--- config.mk ---
export PLATFORM = sky130hd
export DESIGN_NAME = usr_shift_reg
export DESIGN_NICKNAME = d
export VERILOG_FILES = /design/src/design/usr_pkg.sv /design/src/design/usr_shift_reg.sv /design/src/design/usr_fifo.sv
export SDC_FILE = /design/constraint.sdc
export NUM_CORES = 1
export LEC_CHECK = 0
export BUFFER_PORTS_ARGS = -buffer_cell sky130_fd_sc_hd__buf_2
export CAP_MARGIN = 20
export CORE_ASPECT_RATIO = 0.7
export CORE_UTILIZATION = 54
export DETAILED_ROUTE_END_ITERATION = 10
export PLACE_DENSITY = 0.75
export RECOVER_POWER = 50
export SLEW_MARGIN = 20
export SYNTH_ARGS = -nofsm -noshare
export SYNTH_HDL_FRONTEND = slang
export SYNTH_HIERARCHICAL = 1
export SYNTH_SLANG_ARGS = --single-unit
--- constraint.sdc ---
create_clock -name ref_clk -period 2.7 [get_ports ref_clk]
set_input_delay 0.405 -clock ref_clk [delete_from_list [all_inputs] [get_ports ref_clk]]
set_output_delay 0.405 -clock ref_clk [all_outputs]
set_load 0.01 [all_outputs]
--- src/design/usr_pkg.sv ---
//==============================================================
// Functional notes
// - Clear low forces all four outputs low
// - Clear high leaves the mode-selected behaviour
// - Clock held low keeps outputs unchanged
// - Change only on rising clock edge
// - Both selects high: rising edge loads parallel
// - Shift right: right serial enters first bit
// - Shift left: left serial enters last bit
// - Shifts ignore parallel inputs entirely
// - Both selects low: outputs held unchanged
package usr_pkg;

   //==============================================================
   // Sizes and positions
   localparam int         USR_REG_W     = 4;
   localparam int         USR_FIFO_D    = 16;
   localparam int         USR_BIT_FIRST = 0;
   localparam int         USR_BIT_LAST  = 3;
   localparam logic [3:0] USR_REG_RST   = 4'h0;
   localparam logic [3:0] USR_REG_CLR   = 4'h0;
   // Previous shift clock level after reset; high so a clock
   // already high at release is not taken as a rising edge
   localparam logic       USR_CLK_RST   = 1'b1;

   //==============================================================
   // Operating modes
   typedef enum logic [1:0] {
      USR_HOLD,
      USR_SHR,
      USR_SHL,
      USR_LOAD
   } usr_mode_t;

endpackage

--- src/design/usr_shift_reg.sv ---
`timescale 1ns/100ps
module usr_shift_reg
   import usr_pkg::*;
(
   // Clock and reset
   input  wire logic        ref_clk,
   input  wire logic        rst_n,
   // Control
   input  wire logic        clr_n,
   input  wire logic        mode_sel_hi,
   input  wire logic        mode_sel_lo,
   input  wire logic        shift_clk,
   // Data in
   input  wire logic        ser_in_right,
   input  wire logic        ser_in_left,
   input  wire logic [3:0]  par_in,
   // Register outputs
   output logic             reg_out_first,
   output logic             reg_out_second,
   output logic             reg_out_third,
   output logic             reg_out_last,
   // Change stream
   output logic             snap_room,
   output logic             snap_valid,
   input  wire logic        snap_ready,
   output logic [3:0]       snap_data
);

   //==============================================================
   // State
   logic [USR_REG_W-1:0] q;
   logic [USR_REG_W-1:0] next_q;
   logic                 clk_prev;
   usr_mode_t            mode;

   //==============================================================
   // Decode
   // The device clock is sampled on ref_clk; only its rising edge counts
   wire rise = shift_clk && !clk_prev;

   assign mode = usr_mode_t'({mode_sel_hi, mode_sel_lo});

   always_comb begin
      next_q = q;
      if (!clr_n) begin
         // Clear wins over every mode and does not wait for shift_clk
         next_q = USR_REG_CLR;
      end else if (rise) begin
         case (mode)
            USR_LOAD: next_q = par_in;
            USR_SHR:  next_q = {q[USR_BIT_LAST-1:USR_BIT_FIRST], ser_in_right};
            USR_SHL:  next_q = {ser_in_left, q[USR_BIT_LAST:USR_BIT_FIRST+1]};
            USR_HOLD: next_q = q;
            default:  next_q = q;
         endcase
      end
   end

   //==============================================================
   // Register
   always_ff @(posedge ref_clk) begin
      if (!rst_n) begin
         q        <= USR_REG_RST;
         clk_prev <= USR_CLK_RST;
      end else begin
         q        <= next_q;
         clk_prev <= shift_clk;
      end
   end

   assign reg_out_first  = q[USR_BIT_FIRST];
   assign reg_out_second = q[USR_BIT_FIRST+1];
   assign reg_out_third  = q[USR_BIT_LAST-1];
   assign reg_out_last   = q[USR_BIT_LAST];

   //==============================================================
   // Change stream
   // Each new register value is offered once; a full buffer drops it
   // rather than stalling, since the register must never miss an edge
   usr_fifo #(
      .WIDTH (USR_REG_W),
      .DEPTH (USR_FIFO_D)
   ) u_fifo (
      .clk       (ref_clk),
      .rst_n     (rst_n),
      .in_valid  (next_q != q),
      .in_ready  (snap_room),
      .in_data   (next_q),
      .out_valid (snap_valid),
      .out_ready (snap_ready),
      .out_data  (snap_data)
   );

   //==============================================================
   // Checks
   a_clear_forces_low : assert property (@(posedge ref_clk) disable iff (!rst_n)
      !clr_n |=> q == USR_REG_CLR [*1])
      else $error("clear did not zero the register");

   a_clear_inactive : assert property (@(posedge ref_clk) disable iff (!rst_n)
      clr_n && !rise && q != '0 |=> q != '0)
      else $error("inactive clear disturbed the register");

   a_clock_low_hold : assert property (@(posedge ref_clk) disable iff (!rst_n)
      clr_n && !shift_clk |=> $stable(q))
      else $error("register moved while clock low");

   a_clock_high_hold : assert property (@(posedge ref_clk) disable iff (!rst_n)
      clr_n && shift_clk && clk_prev ##1 clr_n [*1] |-> $stable(q) or !clr_n)
      else $error("register moved without a rising clock");

   a_load_parallel : assert property (@(posedge ref_clk) disable iff (!rst_n)
      clr_n && rise && mode_sel_hi && mode_sel_lo |=> q == $past(par_in))
      else $error("parallel load wrong");

   a_shift_right : assert property (@(posedge ref_clk) disable iff (!rst_n)
      clr_n && rise && !mode_sel_hi && mode_sel_lo
      |=> q == {$past(q[2:0]), $past(ser_in_right)})
      else $error("shift right wrong");

   a_shift_left : assert property (@(posedge ref_clk) disable iff (!rst_n)
      clr_n && rise && mode_sel_hi && !mode_sel_lo
      |=> q == {$past(ser_in_left), $past(q[3:1])})
      else $error("shift left wrong");

   a_shift_no_par : assert property (@(posedge ref_clk) disable iff (!rst_n)
      clr_n && rise && (mode_sel_hi ^ mode_sel_lo) && par_in != q
      |=> q[3:1] == $past(q[2:0]) || q[2:0] == $past(q[3:1]))
      else $error("shift took parallel data");

   a_mode_hold : assert property (@(posedge ref_clk) disable iff (!rst_n)
      clr_n && !mode_sel_hi && !mode_sel_lo |=> $stable(q))
      else $error("hold mode changed the register");

   // A change must reach the buffer unless it is full; a full buffer drops it
   a_change_offered : assert property (@(posedge ref_clk) disable iff (!rst_n)
      next_q != q && snap_room |=> snap_valid)
      else $error("register change not buffered");

   a_quiet_no_word : assert property (@(posedge ref_clk) disable iff (!rst_n)
      next_q == q && !snap_valid |=> !snap_valid)
      else $error("buffer gained a word without a change");

endmodule

--- src/design/usr_fifo.sv ---
`timescale 1ns/100ps
module usr_fifo #(
   parameter int WIDTH = 4,
   parameter int DEPTH = 16
) (
   // Clock and reset
   input  wire logic             clk,
   input  wire logic             rst_n,
   // Fill side
   input  wire logic             in_valid,
   output logic                  in_ready,
   input  wire logic [WIDTH-1:0] in_data,
   // Drain side
   output logic                  out_valid,
   input  wire logic             out_ready,
   output logic [WIDTH-1:0]      out_data
);
   localparam int AW = $clog2(DEPTH);

   logic [WIDTH-1:0] mem [DEPTH];
   logic [AW-1:0]    wr_ptr;
   logic [AW-1:0]    rd_ptr;
   logic [AW:0]      count;
   logic [AW:0]      next_count;
   logic [AW-1:0]    next_rd_ptr;
   wire              push = in_valid && in_ready;
   wire              pop  = out_valid && out_ready;

   //==============================================================
   // Occupancy; both flags are flops so in_ready and out_valid leave registers
   assign next_count  = push && !pop ? count + 1'b1 :
                        pop && !push ? count - 1'b1 : count;
   assign next_rd_ptr = pop ? rd_ptr + 1'b1 : rd_ptr;

   always_ff @(posedge clk) begin
      if (!rst_n) begin
         wr_ptr    <= '0;
         rd_ptr    <= '0;
         count     <= '0;
         in_ready  <= 1'b1;
         out_valid <= 1'b0;
      end else begin
         if (push) begin
            wr_ptr <= wr_ptr + 1'b1;
         end
         rd_ptr    <= next_rd_ptr;
         count     <= next_count;
         in_ready  <= next_count != (AW+1)'(DEPTH);
         out_valid <= next_count != '0;
      end
   end

   // Head word is registered; a push landing at the new head bypasses the array
   always_ff @(posedge clk) begin
      if (push) begin
         mem[wr_ptr] <= in_data;
      end
      out_data <= push && wr_ptr == next_rd_ptr ? in_data : mem[next_rd_ptr];
   end

   a_fifo_count_bound : assert property (@(posedge clk) disable iff (!rst_n)
      count <= (AW+1)'(DEPTH))
      else $error("fifo occupancy above depth");

endmodule

==> results by group, run 1 <==
Yosys
  • Synth area leaders: edfxtp_1 49%, dfxtp_1 12%, mux4_2 11%, xnor2_1 2.4%, and2_1 2.4%
  • Mapped Cells: 276
  • Mapped Area: 3930 um^2
  • Post-synthesis sequential area ratio: 61.1%
  • Post-synthesis cell type count: 47
  • Synth Flop Type: edfxtp_1
  • Synth top cells by count: 64 x edfxtp_1, 24 x dfxtp_1, 23 x nand2_1
  • Ys Warns: 6
  • Post-synth net total: 296
  • Flop and latch count out of synthesis: 88
  • Number of synthesized flops with an enable pin: 64
  • Largest area contributor in the netlist: edfxtp_1
  • Ys async rst share: 0%
  • Most common cell in the netlist: edfxtp_1
  • Share of the synthesized area in the top cell type: 48.9%
  • Mean post-synth cell area: 14.2 um^2

Place
  • # port buffers: 22
  • GP Congestion: 0.929
  • Final HPWL DP: 5380 um

Cells and area
  • Area of the multi-input gates: 1460 um^2
  • Register area: 2400 um^2
  • Area Growth Syn to Fin: 14.3%
  • Antenna diodes: 0
  • Layout cells sized above 1: 29.1%
  • Filler cell count in the final layout: 492
  • Layout Nets: 341

Run status
  • Outcome: complete, no violations

Job
  • Max cap viols: 0

Worst setup path
  • Slowest library cell on the worst path: a311o_1
  • Worst setup path class: flop to flop
  • Worst path cell trace: mux2i_1 > a211oi_1 > a311oi_2 > nand4_1 > a311o_1 > and2_1 > xnor2_1 > a211oi_1 > o21a_1 > a211o_1
  • Crit path DAT: 2.86 ns
  • Buffers plus inverters on the worst setup path: 0
  • CP required: 2.95 ns
  • Crit. End Element: flop
  • Critical Path Fanout Max: 5
  • Crit path top cell by count: a211oi_1
  • CP Launch Type: flop
  • Top Family by Delay on Critical Path: compound AO/OA/AOI/OAI gates
  • CP max stage delay: 0.37 ns

Die
  • Die Y: 73.4 um
  • Die width: 104 um
  • Die area: 7630 um^2
  • Core ar.: 6880 um^2
  • # IOs: 23
  • Initial Utilization: 57.1%
  • FP Rows: 25

Clocking
  • Postcts setup bufs: 0
  • Hold buffer count at cts: 0
  • Number of clock sinks: 88
  • Clock transition at path regs: 0.09 ns
  • Total CTS buffers: 9
  • Clock buffer depth: 2
  • Worst-skew pair later-pin latency: 0.35 ns
  • CTS root buffer: clkbuf_8
  • Htree depth: 3
  • CTS tree: yes

GRT
  • First-pass GRT wire length: 11900 um
  • Initial antenna violation count: 0
  • Tot GR Track Use: 21.8%
  • Largest net degree at the start of global routing: 21
  • Remaining Overflow, GRT: 0
  • Vias in the first global route: 2268

Detailed routing
  • Vias: 2360
  • Antenna viol nets, final: 0
  • Routed WL: 7540 um
  • Initial DRT Pass Iterations: 4
  • Vias per std cell: 5.62
  • Iter 0 DRT Violations: 169
  • Wire length per cell: 18.0 um
  • Drt drc: 0

Power and ir drop
  • Pwr dens: 695 nW/um^2
  • Total power: 3120 uW
  • Pleak: 0.00156 uW
  • Peak supply drop: 488 uV

STA
  • Worst slew margin: 52.1%
  • Final setup vio count: 0
  • Post-route clock period utilization: 96.8%
  • Final Slew Violations: 0
  • Final hold vios: 0
  • RSZ-0062 raised after global routing: yes
  • Achievable frequency: 383 MHz
  • Worst-Margin Slew: 0.718 ns
  • Tmin final: 2.61 ns
  • Worst Skew: 0.00925 ns
  • Setup TNS Final: 0 ns

Min path
  • Worst hold path type: input pin to flop
-- cell usage in the layout (no fill, tap or decap), types with 3 or more instances in the layout --
cell,count
o21ai_0,5
nor3_2,4
a21oi_1,4
and2_1,10
dfxtp_1,24
mux4_2,20
and2_0,5
nor2b_1,3
clkbuf_8,9
nor2_1,14
inv_1,6
buf_4,23
clkbuf_1,8
nor2_2,7
nand4_1,3
mux2i_1,5
a21boi_0,4
edfxtp_1,64
nand2b_1,5
buf_2,19
ha_1,7
xnor2_1,11
nand2_1,22
nor3_1,4
-- worst register-to-register path, cell delays in order, from the launching register on --
cell and delay, ns:
dfxtp_1 0.32, mux2i_1 0.26, a211oi_1 0.15, a311oi_2 0.26, nand4_1 0.12, a311o_1 0.37, and2_1 0.23, xnor2_1 0.26
a211oi_1 0.15, o21a_1 0.18, a211o_1 0.21
-- sequential cells by signal, indices dropped and copies added, names as in the netlist, named ones only --
signal            cells
u_fifo/mem           64
q                     4
u_fifo/rd_ptr         4
u_fifo/count          5
u_fifo/in_ready       1
clk_prev              1
u_fifo/out_valid      1
u_fifo/wr_ptr         4
-- final timing paths --
check,start,to,slack (ns),cells after the start
setup / recovery,q[2]$_SDFF_PN0_,u_fifo/out_valid$_SDFF_PN0_,0.09,10
hold / removal,shift_clk,clk_prev$_SDFF_PN1_,0.26,2
setup reg to reg,q[2]$_SDFF_PN0_,u_fifo/out_valid$_SDFF_PN0_,0.09,10
hold reg to reg,u_fifo/rd_ptr[3]$_SDFF_PN0_,flop,0.49,1
-- timing repair --
action	4_1_cts	5_1_grt
hold endpoints to repair	0	0
endpoints found under the setup margin	4	37
resized for setup	1	11
-- cells by family (layout without fill, tap and decap cells) --
kind of cell,after synthesis,after routing,synth area share [%]
mux,29,29,14.4
simple gates,89,89,11.3
compound gates,28,28,5.38
buf+inv,23,73,2.90
fa+ha+maj,7,7,2.23
flops,88,88,61.1
xor+xnor,12,12,2.67
-- power breakdown --
group          internal [uW]  leakage (uW)  switching (uW)
Combinational            392      0.000699             354
Clock                    344     0.0000896             467
Sequential              1510      0.000773            61.6
Total                   2240       0.00156             883
-- routing by layer --
metal  vias up  wire, um  GRT usage, %
met5         -         0             0
met3         2       494          7.10
met2        77      3490          32.8
met4         0        40          6.67
li1       1120         -             -
met1      1161      3520          30.4
-- metrics by stage --
stage	hold slack [ns]	area, um^2	std cells	utilization [%]	setup slack [ns]
global placement	0.440	4300	404	62.5	-0.244
finish	0.263	4490	420	65.3	0.0869
detailed placement	0.459	4300	404	62.5	-0.308
floorplan	0.426	3930	276	-	0.0474
CTS	0.246	4480	420	65.1	0.0785
global route	0.258	4490	420	65.3	-0.00123
-- cell type report --
cell class,instances,share of cell area (%)
Tap cell,94,2.62
Timing Repair Buffer,51,7.07
Inverter,6,0.501
Clock buffer,9,2.76
Sequential cell,88,53.5
Multi-Input combinational cell,165,32.4
Clock inverter,7,1.20
(Power assumes the default switching activity.)
==> run 2: changes to the inputs <==
--- a/config.mk
+++ b/config.mk
@@ -12,6 +12,7 @@
 export DETAILED_ROUTE_END_ITERATION = 10
 export PLACE_DENSITY = 0.75
 export RECOVER_POWER = 50
+export REMOVE_ABC_BUFFERS = 1
 export SLEW_MARGIN = 20
 export SYNTH_ARGS = -nofsm -noshare
 export SYNTH_HDL_FRONTEND = slang
==> results by group, run 2 (same netlist as run 1, synthesis figures left out) <==
Run status
  • Outcome: complete, no violations

STA
  • Post-route clock period utilization: 94.6%
  • Tmin final: 2.55 ns
  • Worst slew margin: 20.6%
  • Final Slew Violations: 0
  • RSZ-0062 raised after global routing: yes
  • Final setup vio count: 0
  • Worst-Margin Slew: 1.19 ns
  • WHS: 0.267 ns
  • Final hold vios: 0
  • Worst Skew: 0.00930 ns
  • Achievable frequency: 392 MHz

Clocking
  • Htree depth: 3
  • CTS root buffer: clkbuf_8
  • Clock transition at path regs: 0.08 ns
  • Number of clock sinks: 88
  • CTS tree: yes
  • Hold buffer count at cts: 0
  • Worst-skew pair later-pin latency: 0.35 ns
  • Clock buffer depth: 2
  • Total CTS buffers: 9

Detailed routing
  • Uppermost routed layer: met4
  • Initial DRT Pass Iterations: 4
  • Met2 wire len: 3320 um
  • Wire length per cell: 17.7 um
  • Routed WL: 7520 um
  • Iter 0 DRT Violations: 136
  • Routed met1 length: 3790 um
  • Antenna viol nets, final: 0
  • Routed wl met3: 343 um
  • Vias per std cell: 5.55
  • Drt drc: 0
  • Vias: 2355

GRT
  • Tot GR Track Use: 21.9%
  • Initial antenna violation count: 0
  • Vias in the first global route: 2243
  • Remaining Overflow, GRT: 0
  • First-pass GRT wire length: 12200 um
  • Largest net degree at the start of global routing: 21

Die
  • Initial Utilization: 57.1%
  • Die Y: 73.4 um
  • Die area: 7630 um^2
  • FP Rows: 25
  • Die width: 104 um
  • Core ar.: 6880 um^2
  • # IOs: 23

Worst setup path
  • Critical Path Fanout Max: 10
  • Slowest library cell on the worst path: mux2_4
  • Worst path cell trace: buf_2 > mux2i_2 > mux2_4 > a22oi_2 > a31oi_1 > a311o_1 > and2_2 > xnor2_1 > a211oi_1 > o21a_1 > a211o_1
  • CP required: 2.95 ns
  • Worst setup path class: input pin to flop
  • R2R Setup Slk: 0.21 ns
  • Crit path DAT: 2.80 ns
  • CP max stage delay: 0.33 ns
  • Crit. End Element: flop
  • CP Launch Type: input pin

Place
  • Placed Area: 4330 um^2
  • GP Congestion: 0.973
  • Final HPWL DP: 5360 um
  • Dpl cells: 408
  • # port buffers: 22

Min path
  • Worst hold path type: input pin to flop

Cells and area
  • Largest register FFs: 64
  • Biggest regs: u_fifo/mem: 64 flops, u_fifo/count: 5 flops
  • Layout cells sized above 1: 28.5%
  • Finished Layout Cells: 424
  • Reg with most FFs: u_fifo/mem
  • Area Growth Syn to Fin: 15.0%
  • Final instance area: 4520 um^2
  • Commonest non-fill, non-tap cell in the layout: edfxtp_1
  • Antenna diodes: 0
  • Layout Nets: 345
  • Commonest cells after routing, fill and taps aside: 64 x edfxtp_1, 30 x buf_4, 23 x nand2_1, 23 x dfxtp_1

Power and ir drop
  • Pwr dens: 710 nW/um^2
  • Peak supply drop: 516 uV
  • Pleak: 0.00158 uW

Job
  • Max cap viols: 0
-- run 2: metal layers --
layer	vias to the layer above	global-route usage [%]
met4	0	5.40
met1	1170	32.8
met2	45	31.9
li1	1131	-
met3	9	6.21
met5	-	0
-- run 2: layout make-up --
type	instances	area (um^2)
Inverter	6	22.5
Tap cell	94	118
Clock buffer	9	124
Fill cell	497	2360
Timing Repair Buffer	55	359
Sequential cell	88	2400
Clock inverter	7	71.3
Multi-Input combinational cell	165	1420
-- run 2: where the power goes --
| part | total (uW) | switching, uW | internal, uW |
|---|---|---|---|
| logic | 771 | 364 | 407 |
| clock network | 876 | 449 | 427 |
| registers | 1570 | 60.2 | 1510 |
-- run 2: final timing paths --
path / startpoint / to / cells after the start
setup reg to reg: q[2]$_SDFF_PN0_ / u_fifo/out_valid$_SDFF_PN0_ / 10
setup / recovery: mode_sel_hi / u_fifo/out_valid$_SDFF_PN0_ / 11
hold reg to reg: u_fifo/rd_ptr[3]$_SDFF_PN0_ / flop / 1
hold / removal: shift_clk / clk_prev$_SDFF_PN1_ / 2
-- run 2: metrics by stage --
step	util, %	total power (uW)	setup WS [ns]	setup TNS [ns]
after global routing	65.7	3370	-0.0375	-0.0375
after detailed placement	62.9	2370	-0.260	-8.08
final	65.7	3210	0.147	0
after floorplan	-	2090	0.108	0
after global placement	62.9	2340	-0.164	-3.53
after CTS	65.7	3240	0.0551	0
-- run 2: critical path: cells and delay by family --
kind / cells / cell delay [ns]
muxes: 2 / 0.63
and+or+nand+nor: 1 / 0.28
buffers and inverters: 1 / 0.19
xor gates and xnor gates: 1 / 0.22
AOI/OAI and AO/OA: 6 / 1.09
-- run 2: timing repair --
action,CTS,global route
setup buffers,0,0
gates resized for setup,0,4
endpoints found under the setup margin,0,52
